### src/goose_map_defines.svh
// constants for the subscribed-message input function mapper
// assumes a 20 MHz clock and 32-bit apb data with byte addresses
`ifndef GOOSE_MAP_DEFINES_SVH
`define GOOSE_MAP_DEFINES_SVH

// ==========================================
// sizes
`define GM_ENTRY_MAX     16
`define GM_COUNT_W       5
`define GM_CODE_W        5
`define GM_MAPS_PER_REG  4
`define GM_MAP_FIELD_W   8
`define GM_ADDR_W        8

// ==========================================
// register byte offsets
`define GM_REG_CTRL      8'h00
`define GM_REG_DEST_LO   8'h04
`define GM_REG_DEST_HI   8'h08
`define GM_REG_APP       8'h0c
`define GM_REG_REF       8'h10
`define GM_REG_TTL       8'h14
`define GM_REG_MAP0      8'h18
`define GM_REG_MAP3      8'h24
`define GM_REG_STATUS    8'h28
`define GM_REG_CMD       8'h2c
`define GM_REG_COUNT     8'h30

// ==========================================
// control fields
`define GM_CTRL_FSK      0
`define GM_CTRL_SCH_LO   1
`define GM_CTRL_SCH_HI   2
`define GM_CTRL_STOP_PRI 3
`define GM_CTRL_CB_EN    4
`define GM_CTRL_LOOP_EN  5
`define GM_CTRL_TT_EN    6
`define GM_CTRL_CNT_LO   8
`define GM_CTRL_CNT_HI   12
`define GM_CTRL_RESET    32'h0000_0070

// ==========================================
// other fields and reset values
`define GM_VLAN_LO       16
`define GM_VLAN_HI       18
`define GM_STAT_STALE    16
`define GM_STAT_CB_BUSY  17
`define GM_STAT_LP_BUSY  18
`define GM_STAT_TT_BUSY  19
`define GM_ZERO32        32'h0000_0000
`define GM_TTL_RESET     16'h01f4

// ==========================================
// timing
`define GM_MS_NS         1000000
`define GM_CLOCK_NS      50
`define GM_MS_CYCLES     (`GM_MS_NS / `GM_CLOCK_NS)

`endif

### src/goose_map_pkg.sv
// types for the subscribed-message input function mapper
// assumes goose_map_defines.svh is compiled alongside
package goose_map_pkg;

  // ==========================================
  // input function codes held per mapping entry
  typedef enum logic [4:0] {
    ignore_entry          = 5'h00,
    onoff_tx_on           = 5'h01,
    onoff_tx_off          = 5'h02,
    onoff_low_power_key   = 5'h03,
    checkback_alarm_clear = 5'h04,
    checkback_test_start  = 5'h05,
    loop_test_start       = 5'h06,
    fsk_breaker_boost_key = 5'h07,
    fsk_trip_key_a        = 5'h08,
    fsk_last_remote_key   = 5'h09,
    fsk_direct_transfer_key = 5'h0a,
    fsk_channel_a_key     = 5'h0b,
    fsk_channel_b_key     = 5'h0c,
    fsk_tx_off            = 5'h0d,
    trip_test_start       = 5'h0e,
    trip_test_inhibit     = 5'h0f,
    trip_test_alarm_clear = 5'h10
  } func_code_type;

  // ==========================================
  // frequency scheme of the fsk application
  typedef enum logic [1:0] {
    scheme_two   = 2'b00,
    scheme_three = 2'b01,
    scheme_four  = 2'b10
  } scheme_type;

  // ==========================================
  // identity fields of a received message
  typedef struct packed {
    logic [47:0] dest_addr;
    logic [2:0]  vlan_prio;
    logic [15:0] app_id;
    logic [15:0] gocb_ref_id;
    logic [15:0] datset_ref_id;
  } msg_header_type;

  // data entries of a received message
  typedef struct packed {
    logic [4:0]  count;
    logic [15:0] is_bool;
    logic [15:0] value;
  } msg_body_type;

  // ==========================================
  // transmitter and alarm commands, levels
  typedef struct packed {
    logic tx_on;
    logic tx_off;
    logic low_power;
    logic checkback_alarm_clear;
    logic breaker_boost;
    logic trip_key;
    logic last_remote_key;
    logic direct_transfer_key;
    logic channel_a_key;
    logic channel_b_key;
    logic fsk_tx_off;
    logic trip_test_inhibit;
    logic trip_test_alarm_clear;
  } tx_cmd_type;

  // test start pulses
  typedef struct packed {
    logic checkback;
    logic loop;
    logic trip_test;
  } test_start_type;

endpackage

### src/goose_input_function_mapper.sv
// input function mapper for accepted subscribed messages, apb registers
// assumes a pre-parsed message with msg_valid pulsed once per frame
`timescale 1ns/1ps
`include "goose_map_defines.svh"

module goose_input_function_mapper #(
  parameter int MS_CYCLES = `GM_MS_CYCLES
) (
  // clock and reset
  input  wire logic                         clock,
  input  wire logic                         nrst,
  // apb slave
  input  wire logic                         psel,
  input  wire logic                         penable,
  input  wire logic                         pwrite,
  input  wire logic [`GM_ADDR_W-1:0]        paddr,
  input  wire logic [31:0]                  pwdata,
  output logic                              pready,
  output logic                              pslverr,
  output logic [31:0]                       prdata,
  // parsed message
  input  wire logic                         msg_valid,
  input  wire goose_map_pkg::msg_header_type msg_header,
  input  wire goose_map_pkg::msg_body_type  msg_body,
  // test progress from the test engines
  input  wire logic                         checkback_busy,
  input  wire logic                         loop_busy,
  input  wire logic                         trip_test_busy,
  // commands and status
  output goose_map_pkg::tx_cmd_type         tx_cmd,
  output goose_map_pkg::test_start_type     test_start,
  output logic                              msg_accepted,
  output logic                              msg_rejected
);

  // ==========================================
  // configuration and state
  logic [31:0]                        ctrl;
  logic [47:0]                        cfg_dest;
  logic [2:0]                         cfg_vlan;
  logic [15:0]                        cfg_app;
  logic [15:0]                        cfg_gocb;
  logic [15:0]                        cfg_datset;
  logic [15:0]                        cfg_ttl;
  goose_map_pkg::func_code_type       map_code [`GM_ENTRY_MAX];
  logic [`GM_ENTRY_MAX-1:0]           entry_value;
  logic [15:0]                        accept_count;
  logic [15:0]                        reject_count;
  logic [$clog2(MS_CYCLES)-1:0]       ms_div;
  logic [15:0]                        age_ms;
  logic                               stale;

  // ==========================================
  // helpers
  // mask of entries below a count
  function automatic logic [`GM_ENTRY_MAX-1:0] count_mask(input logic [4:0] count);
    logic [`GM_ENTRY_MAX-1:0] m;
    m = '0;
    for (int i = 0; i < `GM_ENTRY_MAX; i++) begin
      m[i] = (5'(i) < count);
    end
    return m;
  endfunction

  // level of one function over all held entries
  // table passed in so a remap re-evaluates every level at once
  function automatic logic fn_level(input goose_map_pkg::func_code_type code,
                                    input goose_map_pkg::func_code_type codes [`GM_ENTRY_MAX],
                                    input logic [`GM_ENTRY_MAX-1:0] vals);
    logic hit;
    hit = 1'b0;
    for (int i = 0; i < `GM_ENTRY_MAX; i++) begin
      // entry i drives map slot i
      hit = hit | (vals[i] & (codes[i] == code));
    end
    return hit;
  endfunction

  // ==========================================
  // control field decode
  wire logic                       mode_fsk = ctrl[`GM_CTRL_FSK];
  wire logic                       mode_onoff = ~ctrl[`GM_CTRL_FSK];
  wire goose_map_pkg::scheme_type  scheme =
    goose_map_pkg::scheme_type'(ctrl[`GM_CTRL_SCH_HI:`GM_CTRL_SCH_LO]);
  wire logic                       stop_first = ctrl[`GM_CTRL_STOP_PRI];
  wire logic                       cb_enable = ctrl[`GM_CTRL_CB_EN];
  wire logic                       loop_enable = ctrl[`GM_CTRL_LOOP_EN];
  wire logic                       tt_enable = ctrl[`GM_CTRL_TT_EN];
  wire logic [4:0]                 cfg_count = ctrl[`GM_CTRL_CNT_HI:`GM_CTRL_CNT_LO];
  wire logic [`GM_ENTRY_MAX-1:0]   cfg_mask = count_mask(cfg_count);
  wire logic                       three_up = (scheme == goose_map_pkg::scheme_three) |
                                              (scheme == goose_map_pkg::scheme_four);
  wire logic                       four_only = (scheme == goose_map_pkg::scheme_four);

  // ==========================================
  // message acceptance
  // identity match at each layer
  wire logic hdr_ok = (msg_header.dest_addr == cfg_dest) &
                      (msg_header.vlan_prio == cfg_vlan) &
                      (msg_header.app_id == cfg_app) &
                      (msg_header.gocb_ref_id == cfg_gocb) &
                      (msg_header.datset_ref_id == cfg_datset);
  // entry count must equal map count
  wire logic count_ok = (msg_body.count == cfg_count);
  wire logic bool_ok = &(msg_body.is_bool | ~cfg_mask);
  wire logic accept = msg_valid & hdr_ok & count_ok & bool_ok;
  wire logic reject = msg_valid & ~accept;

  // ==========================================
  // time to live supervision
  // age in ms against configured maximum
  wire logic ms_tick = (ms_div == ($clog2(MS_CYCLES))'(MS_CYCLES - 1));
  wire logic expire = (cfg_ttl != 16'h0000) & (age_ms >= cfg_ttl);

  always_ff @(posedge clock or negedge nrst) begin
    if (!nrst) begin
      ms_div <= '0;
      age_ms <= 16'h0000;
      stale  <= 1'b1;
    end else begin
      ms_div <= (accept | ms_tick) ? '0 : ms_div + 1'b1;
      age_ms <= accept ? 16'h0000 : (ms_tick & ~expire) ? age_ms + 16'h0001 : age_ms;
      stale  <= accept ? 1'b0 : (expire | stale);
    end
  end

  // held entry values, cleared once stale
  always_ff @(posedge clock or negedge nrst) begin
    if (!nrst) begin
      entry_value <= '0;
    end else if (accept) begin
      entry_value <= msg_body.value & cfg_mask;
    end else if (expire) begin
      entry_value <= '0;
    end
  end

  // accept / reject pulses and counts
  always_ff @(posedge clock or negedge nrst) begin
    if (!nrst) begin
      msg_accepted <= 1'b0;
      msg_rejected <= 1'b0;
      accept_count <= 16'h0000;
      reject_count <= 16'h0000;
    end else begin
      msg_accepted <= accept;
      msg_rejected <= reject;
      accept_count <= accept_count + 16'(accept);
      reject_count <= reject_count + 16'(reject);
    end
  end

  // ==========================================
  // function levels; ignore_entry is never decoded
  // do-nothing code has no consumer
  wire logic [`GM_ENTRY_MAX-1:0] held = entry_value & cfg_mask;
  wire logic on_lvl   = fn_level(goose_map_pkg::onoff_tx_on, map_code, held);
  wire logic off_lvl  = fn_level(goose_map_pkg::onoff_tx_off, map_code, held);
  wire logic low_lvl  = fn_level(goose_map_pkg::onoff_low_power_key, map_code, held);
  wire logic cbc_lvl  = fn_level(goose_map_pkg::checkback_alarm_clear, map_code, held);
  wire logic cbs_lvl  = fn_level(goose_map_pkg::checkback_test_start, map_code, held);
  wire logic lps_lvl  = fn_level(goose_map_pkg::loop_test_start, map_code, held);
  wire logic brk_lvl  = fn_level(goose_map_pkg::fsk_breaker_boost_key, map_code, held);
  wire logic trp_lvl  = fn_level(goose_map_pkg::fsk_trip_key_a, map_code, held);
  wire logic lr_lvl   = fn_level(goose_map_pkg::fsk_last_remote_key, map_code, held);
  wire logic dtt_lvl  = fn_level(goose_map_pkg::fsk_direct_transfer_key, map_code, held);
  wire logic a_lvl    = fn_level(goose_map_pkg::fsk_channel_a_key, map_code, held);
  wire logic b_lvl    = fn_level(goose_map_pkg::fsk_channel_b_key, map_code, held);
  wire logic foff_lvl = fn_level(goose_map_pkg::fsk_tx_off, map_code, held);
  wire logic tts_lvl  = fn_level(goose_map_pkg::trip_test_start, map_code, held);
  wire logic tti_lvl  = fn_level(goose_map_pkg::trip_test_inhibit, map_code, held);
  wire logic ttc_lvl  = fn_level(goose_map_pkg::trip_test_alarm_clear, map_code, held);

  // ==========================================
  // command decode
  goose_map_pkg::tx_cmd_type next_tx_cmd;
  assign next_tx_cmd.tx_on = mode_onoff & on_lvl & ~(off_lvl & stop_first);
  assign next_tx_cmd.tx_off = mode_onoff & off_lvl & (~on_lvl | stop_first);
  assign next_tx_cmd.low_power = mode_onoff & low_lvl;
  assign next_tx_cmd.checkback_alarm_clear = mode_onoff & cbc_lvl;
  assign next_tx_cmd.breaker_boost = mode_fsk & brk_lvl;
  assign next_tx_cmd.trip_key = mode_fsk & trp_lvl;
  // last remote needs three or four
  assign next_tx_cmd.last_remote_key = mode_fsk & three_up & lr_lvl;
  // direct transfer needs three or four
  assign next_tx_cmd.direct_transfer_key = mode_fsk & three_up & dtt_lvl;
  assign next_tx_cmd.channel_a_key = mode_fsk & four_only & a_lvl;
  assign next_tx_cmd.channel_b_key = mode_fsk & four_only & b_lvl;
  assign next_tx_cmd.fsk_tx_off = mode_fsk & foff_lvl;
  assign next_tx_cmd.trip_test_inhibit = mode_fsk & tti_lvl;
  assign next_tx_cmd.trip_test_alarm_clear = mode_fsk & ttc_lvl;

  always_ff @(posedge clock or negedge nrst) begin
    if (!nrst) begin
      tx_cmd <= '0;
    end else begin
      tx_cmd <= next_tx_cmd;
    end
  end

  // ==========================================
  // test start launchers
  // local enable overrides mapped start
  // checkback start, busy shown in status
  test_start_gate u_checkback (
    .clock  (clock),
    .nrst   (nrst),
    .level  (cbs_lvl),
    .enable (mode_onoff & cb_enable),
    .busy   (checkback_busy),
    .start  (test_start.checkback)
  );

  test_start_gate u_loop (
    .clock  (clock),
    .nrst   (nrst),
    .level  (lps_lvl),
    .enable (mode_onoff & loop_enable),
    .busy   (loop_busy),
    .start  (test_start.loop)
  );

  // trip test also blocked by its own inhibit
  test_start_gate u_trip_test (
    .clock  (clock),
    .nrst   (nrst),
    .level  (tts_lvl),
    .enable (mode_fsk & tt_enable & ~tti_lvl),
    .busy   (trip_test_busy),
    .start  (test_start.trip_test)
  );

  // ==========================================
  // apb slave: one wait state, registered answer
  wire logic apb_access = psel & penable & ~pready;
  wire logic apb_write = psel & penable & pready & pwrite;
  wire logic map_hit = (paddr >= `GM_REG_MAP0) & (paddr <= `GM_REG_MAP3) &
                       (paddr[1:0] == 2'b00);
  wire logic [1:0] map_reg = 2'((paddr - `GM_REG_MAP0) >> 2);
  wire logic [31:0] map_word = {3'b000, map_code[{map_reg, 2'b11}],
                                3'b000, map_code[{map_reg, 2'b10}],
                                3'b000, map_code[{map_reg, 2'b01}],
                                3'b000, map_code[{map_reg, 2'b00}]};
  wire logic [31:0] status_word = {12'h000, trip_test_busy, loop_busy, checkback_busy,
                                   stale, entry_value};
  logic [31:0] next_prdata;
  logic        next_err;

  // read decode
  always_comb begin
    next_err = 1'b0;
    unique case (paddr)
      `GM_REG_CTRL:    next_prdata = ctrl;
      `GM_REG_DEST_LO: next_prdata = cfg_dest[31:0];
      `GM_REG_DEST_HI: next_prdata = {13'h0000, cfg_vlan, cfg_dest[47:32]};
      `GM_REG_APP:     next_prdata = {16'h0000, cfg_app};
      `GM_REG_REF:     next_prdata = {cfg_datset, cfg_gocb};
      `GM_REG_TTL:     next_prdata = {16'h0000, cfg_ttl};
      `GM_REG_STATUS:  next_prdata = status_word;
      `GM_REG_CMD:     next_prdata = 32'(tx_cmd);
      `GM_REG_COUNT:   next_prdata = {reject_count, accept_count};
      default: begin
        next_prdata = map_hit ? map_word : `GM_ZERO32;
        next_err    = ~map_hit;
      end
    endcase
  end

  always_ff @(posedge clock or negedge nrst) begin
    if (!nrst) begin
      pready  <= 1'b0;
      pslverr <= 1'b0;
      prdata  <= `GM_ZERO32;
    end else begin
      pready  <= apb_access;
      pslverr <= apb_access & next_err;
      prdata  <= (apb_access & ~pwrite) ? next_prdata : `GM_ZERO32;
    end
  end

  // register writes at the completing edge
  always_ff @(posedge clock or negedge nrst) begin
    if (!nrst) begin
      ctrl       <= `GM_CTRL_RESET;
      cfg_dest   <= '0;
      cfg_vlan   <= '0;
      cfg_app    <= '0;
      cfg_gocb   <= '0;
      cfg_datset <= '0;
      cfg_ttl    <= `GM_TTL_RESET;
    end else if (apb_write) begin
      if (paddr == `GM_REG_CTRL) ctrl <= pwdata;
      if (paddr == `GM_REG_DEST_LO) cfg_dest[31:0] <= pwdata;
      if (paddr == `GM_REG_DEST_HI) begin
        cfg_dest[47:32] <= pwdata[15:0];
        cfg_vlan        <= pwdata[`GM_VLAN_HI:`GM_VLAN_LO];
      end
      if (paddr == `GM_REG_APP) cfg_app <= pwdata[15:0];
      if (paddr == `GM_REG_REF) {cfg_datset, cfg_gocb} <= pwdata;
      if (paddr == `GM_REG_TTL) cfg_ttl <= pwdata[15:0];
    end
  end

  // mapping table, four codes per word
  always_ff @(posedge clock or negedge nrst) begin
    if (!nrst) begin
      for (int i = 0; i < `GM_ENTRY_MAX; i++) map_code[i] <= goose_map_pkg::ignore_entry;
    end else if (apb_write & map_hit) begin
      for (int k = 0; k < `GM_MAPS_PER_REG; k++) begin
        map_code[{map_reg, 2'(k)}] <=
          goose_map_pkg::func_code_type'(pwdata[k*`GM_MAP_FIELD_W +: `GM_CODE_W]);
      end
    end
  end
endmodule

### src/test_start_gate.sv
// rising-edge launcher for one test start function
// assumes level comes from a flop in the same clock domain
`timescale 1ns/1ps

module test_start_gate (
  // clock and reset
  input  wire logic clock,
  input  wire logic nrst,
  // request and qualifiers
  input  wire logic level,
  input  wire logic enable,
  input  wire logic busy,
  // one-cycle start pulse
  output logic      start
);

  logic prev;

  // ==========================================
  // edge detect
  // rising edge only
  wire logic rise = level & ~prev;

  // edge during a test is dropped, prev still follows
  always_ff @(posedge clock or negedge nrst) begin
    if (!nrst) begin
      prev  <= 1'b0;
      start <= 1'b0;
    end else begin
      prev  <= level;
      start <= rise & enable & ~busy;
    end
  end
endmodule

### config.mk
export PLATFORM = sky130hd
export DESIGN_NAME = goose_input_function_mapper
export DESIGN_NICKNAME = d
export VERILOG_FILES = /design/src/goose_map_pkg.sv /design/src/goose_input_function_mapper.sv /design/src/test_start_gate.sv
export VERILOG_INCLUDE_DIRS = /design/src /design/src/src
export SDC_FILE = /design/constraint.sdc
export NUM_CORES = 1
export LEC_CHECK = 0
export ABC_AREA = 1
export BUFFER_PORTS_ARGS = -buffer_cell sky130_fd_sc_hd__clkbuf_2
export CORE_MARGIN = 1.5
export CORE_UTILIZATION = 40
export DETAILED_ROUTE_END_ITERATION = 6
export SYNTH_ARGS = -nofsm -noshare
export SYNTH_HDL_FRONTEND = slang
export SYNTH_SLANG_ARGS = --single-unit
### constraint.sdc
create_clock -name clock -period 4.4 [get_ports clock]
set_input_delay 0.88 -clock clock [delete_from_list [all_inputs] [get_ports clock]]
set_output_delay 0.88 -clock clock [all_outputs]
set_load 0.05 [all_outputs]
==> metrics.txt, run 1 <==
Max-slew headroom just over 30%; Post-DP Area 24040 sq um; DRT iter0 DRCs between 2000 and 3000; worst min path class in2async; post_cts resized 0; fin util between 40% and 50%; Synth Flop Type dfrtp_1; first-pass GRT wire length 156.8 mm; Bufs on Longest Clock Path 3; RSZ-0062 raised after global routing no; number of global-route vias before repair about 22000; Critical R2R Launch ctrl[10]; Cell Rows between 80 and 90; Critical Path Source Type flop; final instance area about 25000 sq um; postcts setup bufs 0; crit path DAT 4380 ps; number of enable flip-flop cells after synthesis 0; placed insts roughly 4000; grt total ovfl 0; I/O pin count around 240; Tot GR Track Use 39.22%; largest net degree at the start of global routing roughly 100; # port buffers 236; core area roughly 54000 sq um; effective utilization at floorplan between 40% and 50%; Mapped Area about 22000 sq um; Cell Pwr Density ~300 nW/um^2; endpoints failing setup 0; peak supply drop approximately 340 uV; fmax approximately 260 MHz; CTS tree built; yosys synthesis warning count 0; Die Span Y about 240 um; area grow syn2layout 15.78%; clk_lat worst skew between 600 and 700 ps; CTS Sinks roughly 360; Worst Setup SP ctrl[10]; Fin Setup TNS 0 ps; detailed placer's ending HPWL between 90 and 100 mm; fraction of layout cells with a size suffix above 1 12.35%; Final Max Tran Viols 0; Fin. Hold Viols 0; Seq/Total Area, Yosys roughly 41%; DR pass1 iterations 6; drc violations 0; Async SR Flop Fraction 100.0%; CTS root buffer clkbuf_16; Yosys cell types 57; Cells after Synth around 3200; Die Width between 200 and 250 um; final worst slack 544.3 ps; hold_buf cts 0; Final Critical Period 3856 ps; clock-pin slew on the worst setup and hold paths about 60 ps; post-synth top area share 40.06%; syn_area_per_cell 6.908 sq um; Final Cycle Share 87.63%; worst endpoint required time between 4000 and 5000 ps; routed wire length 111.0 mm; slew of the pin with the lowest slew margin roughly 1000 ps; MaxCap Viol Count 0; total die area roughly 56000 sq um; Nets between 3000 and 4000; Via Count between 20000 and 25000; pre-CTS setup slack ~420 ps; crit path kind reg2reg; vias per cell approximately 5.6; post-route clock skew 24.37 ps; initial antenna violation count 1; fin cells 4147; Final GP Congestion 1.066; Max FO, Critical Path 8; Num CTS Buffers 42; DR WL/cell ~27 um; Setup crit end kind flop; fillcell total around 5700; Post-DRT Antenna Nets 0; most frequent cells in the layout 904 x nand2_1, 424 x inv_1, 369 x nor2_1; H-tree level count 2; leakage power 12.41 nW; register bit count reported by yosys 362; commonest non-fill, non-tap cell in the layout nand2_1; outcome finished clean; largest area contributor in the netlist dfrtp_1; r2r setup slk roughly 540 ps; Post-Syn Nets approximately 3400; largest cells by area after synthesis dfrtp_1 40%, nand2_1 15%, inv_1 7.2%
==> cell usage after synthesis, types with 7 or more instances <==
cell       count
xor2_1        36
buf_2         18
or2_2         20
o211ai_1       8
a21oi_1       51
nand2_2        7
nand3_1      174
nor3_1        65
nand2_1      906
nor2_4         7
a221oi_1      14
nor2_1       371
nor2_2         8
ha_1          23
o22ai_1       61
nand4_1      105
o2111ai_1      7
o21ai_0      311
dfstp_2       10
xnor2_1       23
nor4_1        14
inv_2          8
clkbuf_1      63
o21ai_1       13
dfrtp_1      352
or2_0         11
inv_1        424
==> final timing paths <==
| path | endpoint | depth (start not counted) |
|---|---|---|
| max | reject_count[14] | 21 |
| min | ctrl[23] | 1 |
| max reg2reg | reject_count[14] | 21 |
| min reg2reg | ms_div[0] | 1 |
| max in group asynchronous | map_code[70] | 2 |
| min in group clock | ms_div[0] | 1 |
==> metal layers <==
layer / part of all wire, % / up-vias / global-route usage (%)
met5: 0 / - / 0
met4: 5.3 / 0 / 18.95
met3: 7.4 / 219 / 5.737
met2: 46 / 1098 / 64.13
met1: 41 / 11115 / 51.02
li1: - / 10789 / -
==> per-stage QoR <==
stage	power, W	hold WS (ps)
after global routing	0.007834	358.4
after global placement	0.004060	448.4
after CTS	0.007644	343.3
after detailed placement	0.004050	450.7
final	0.007633	300.1
after floorplan	0.003683	429.3
==> registers in the layout (all words and copies together), names as in the netlist, 16 cells and up <==
register / count
cfg_datset: 16
reject_count: 16
cfg_gocb: 16
cfg_app: 16
prdata: 32
ctrl: 32
cfg_ttl: 16
entry_value: 16
cfg_dest: 48
age_ms: 16
map_code: 80
accept_count: 16
==> critical path, stage by stage (launching register included) <==
cell,delay [ps]
dfrtp_1,670
inv_1,240
nand2_4,180
nor2_4,70
nand2_2,120
nand2_1,100
o21ai_1,90
clkinv_1,70
nand2_1,80
nor2_2,60
nand3_4,100
inv_2,70
nor2_1,150
ha_1,190
ha_1,200
nand3_1,140
nor3_1,280
nand3_1,180
nor3_1,270
nand3_1,160
nor3_1,190
xor2_1,160
==> kinds of logic (layout without fill, tap and decap cells) <==
family | Yosys count | after routing | share of synthesized area (%)
and+or+nand+nor | 1709 | 1709 | 33.09
buffers and inverters | 530 | 797 | 9.326
AOI/OAI and AO/OA | 500 | 500 | 12.67
DFF | 362 | 362 | 41.25
xor gates and xnor gates | 59 | 59 | 2.350
adders and majority gates | 23 | 23 | 1.309
other | 0 | 1 | 0
==> where the power goes <==
part	total, W	leakage, nW	internal (W)	switching, W
Combinational	0.000575	6.78	0.000160	0.000414
Clock	0.00363	0.689	0.00207	0.00156
Sequential	0.00343	4.94	0.00338	0.0000543
==> cell type report <==
cell class	instances	area [sq um]	share of cell area, %
sequential	362	9071	35.63
clock inverter	15	162.7	0.6389
antenna	1	2.502	0.009829
timing repair buffer	282	1574	6.183
inverter	438	1644	6.458
clock buffer	62	1256	4.934
tap	696	870.8	3.421
multi-input combinational	2291	10880	42.72
Power figures use the tool's default switching activity.
==> run 2: changes to the inputs <==
- REMOVE_ABC_BUFFERS: not set -> 1
==> run 2 against run 1 <==
- power rose by 0.56%
- combinational power fell by 0.7%
- via count rose by 0.21%
- sequential share of layout area barely moved
- flip-flop and latch count did not move
- final area barely moved
- die area did not move
- maximum frequency fell by 1.1%
- sequential power barely moved
- worst setup slack got worse by 42 ps
- count of clock-buffer cells in the layout fell by 4
==> metrics.txt, run 2 (same netlist as run 1, synthesis figures left out) <==
outcome finished clean; most frequent cells in the layout 904 x nand2_1, 424 x inv_1, 369 x nor2_1; vias per cell 5.611 (+0.21%); area grow syn2layout 15.82% (about the same); Max FO, Critical Path 7 (-1); peak supply drop 295.1 uV (-14%); sequential power share 44.7% (-0.2 points); postcts setup bufs 0 (unchanged); crit path kind reg2reg; DR pass1 iterations 6 (unchanged); fraction of layout cells with a size suffix above 1 12.35% (unchanged); most used routing layer met2; DRT iter0 DRCs 2648 (+3.8%); grt total ovfl 0 (unchanged); detailed placer's ending HPWL 86.49 mm (-5.5%); fmax 256.6 MHz (-1.1%); CTS Sinks 362 (unchanged); fillcell total 5693 (-0.11%); Num CTS Buffers 42 (unchanged); met3 usage 4.831% (-0.91 points); Cell Pwr Density 301.4 nW/um^2 (+0.52%); Tot GR Track Use 37.68% (-1.5 points); number of global-route vias before repair 22211 (+0.29%); initial antenna violation count 6 (+5); worst endpoint required time 4910 ps (-20 ps); I/O pin count 237 (unchanged); commonest non-fill, non-tap cell in the layout nand2_1; Max-slew headroom 44.17% (+14 points); endpoints failing setup 0 (unchanged); MaxCap Viol Count 0 (unchanged); clock power share 47.9% (+0.4 points); CTS root buffer clkbuf_16; crit path DAT 4400 ps (+20 ps); Sw Share 25.69% (-0.93 points); combinational share of power 7.4% (about the same); global routing usage on met1 50.51% (-0.51 points); Switch Pwr 0.001972 W (-3.0%); # port buffers 236 (unchanged); core area 54030 sq um (unchanged); effective utilization at floorplan 40.70% (unchanged); largest registers map_code x80, cfg_dest x48; routed wire length 106.7 mm (-3.9%); Final GP Congestion 1.064 (-0.15%); Critical Path Source Type flop; Die Width 237.5 um (unchanged); max reg flops 80 (unchanged); total die area 56390 sq um (unchanged); DR WL/cell 25.72 um (-3.9%); Cell Rows 85 (unchanged); Setup crit end kind flop; Final Critical Period 3898 ps (+42.05 ps); internal power 0.005704 W (+1.8%); Die Span Y 237.5 um (unchanged); area of the multi-input gates 10880 sq um (unchanged); Nets 3626 (+0.028%); slew of the pin with the lowest slew margin 831.1 ps (-209.5 ps); Final Cycle Share 88.59% (+0.96 points); Final Max Tran Viols 0 (unchanged); met2 usage 60.22% (-3.9 points); largest net degree at the start of global routing 90 (-9.1%); Fin Setup TNS 0 ps (unchanged); Fin. Hold Viols 0 (unchanged); final instance area 25470 sq um (about the same); clk_lat worst skew 590 ps (-20 ps); worst min path class in2async; post_cts resized 0 (unchanged); drc violations 0 (unchanged); leakage power 12.43 nW (+0.15%); Post-DP Area 24040 sq um (about the same); hold_buf cts 0 (unchanged); Via Count 23269 (+0.21%); Post-DRT Antenna Nets 0 (unchanged); Bufs on Longest Clock Path 3 (unchanged); RSZ-0062 raised after global routing no; register area 9071 sq um (unchanged); CTS tree built; clock-pin slew on the worst setup and hold paths 60 ps (about the same); post-route clock skew 24.74 ps (+0.3710 ps); first-pass GRT wire length 152.0 mm (-3.1%); H-tree level count 2 (unchanged); register with the most flip-flops map_code
## run 2: layout make-up
type	count	area share, %
Multi-Input combinational cell	2291	42.71
Sequential cell	362	35.62
Inverter	438	6.455
Timing Repair Buffer	283	6.210
Clock buffer	58	4.760
Tap cell	696	3.419
Clock inverter	18	0.8204
Antenna cell	1	0.009826
## run 2: path summary, 6_finish.rpt
| check | slack (ps) | endpoint | cells past startpoint | from |
|---|---|---|---|---|
| min in group clock | 460 | ms_div[0] | 1 | ms_div[0] |
| max in group asynchronous | 3110 | cfg_ttl[14] | 2 | nrst |
| worst min register to register | 460 | ms_div[0] | 1 | ms_div[0] |
| worst min-delay path | 250 | cfg_dest[24] | 1 | nrst |
| worst max-delay path | 500 | reject_count[14] | 19 | ctrl[11] |
| worst max register to register | 500 | reject_count[14] | 19 | ctrl[11] |
## run 2: critical path, stage by stage (launching register included)
cell and delay [ps]:
dfrtp_1 670, inv_2 160, o21ai_2 300, nand2_2 220
nor2_1 150, nor3_1 60, nand2_1 70, nor2_2 50
nand3_4 90, inv_2 60, nor2_1 220, ha_1 250
ha_1 190, nand3_1 120, nor3_1 260, nand3_1 160
nor3_1 260, nand3_1 170, nor3_1 200, xor2_1 160
## run 2: routing by layer
layer	part of all wire, %	vias up
met4	5.4	4
met1	42	11026
met5	0.032	-
li1	-	10782
met2	45	1221
met3	7.9	236
## run 2: power groups by stage
stage | Sequential, W | Clock [W] | Combinational [W]
floorplan | 0.00348 | 0 | 0.000202
global placement | 0.00349 | 0 | 0.000562
detailed placement | 0.00349 | 0 | 0.000559
CTS | 0.00343 | 0.00371 | 0.000562
global route | 0.00343 | 0.00385 | 0.000611
finish | 0.00343 | 0.00368 | 0.000571
## run 2: per-stage QoR
stage | util, % | total power [W] | setup WS [ps] | hold slack, ps | instances
after global placement | 44.50 | 0.004048 | 544.1 | 452.0 | 4070
after global routing | 47.14 | 0.007889 | 258.0 | 304.6 | 4146
after CTS | 47.14 | 0.007702 | 631.3 | 274.9 | 4146
after detailed placement | 44.50 | 0.004044 | 479.4 | 456.2 | 4070
final | 47.14 | 0.007676 | 502.2 | 250.1 | 4147
after floorplan | - | 0.003678 | 580.0 | 432.9 | 3091
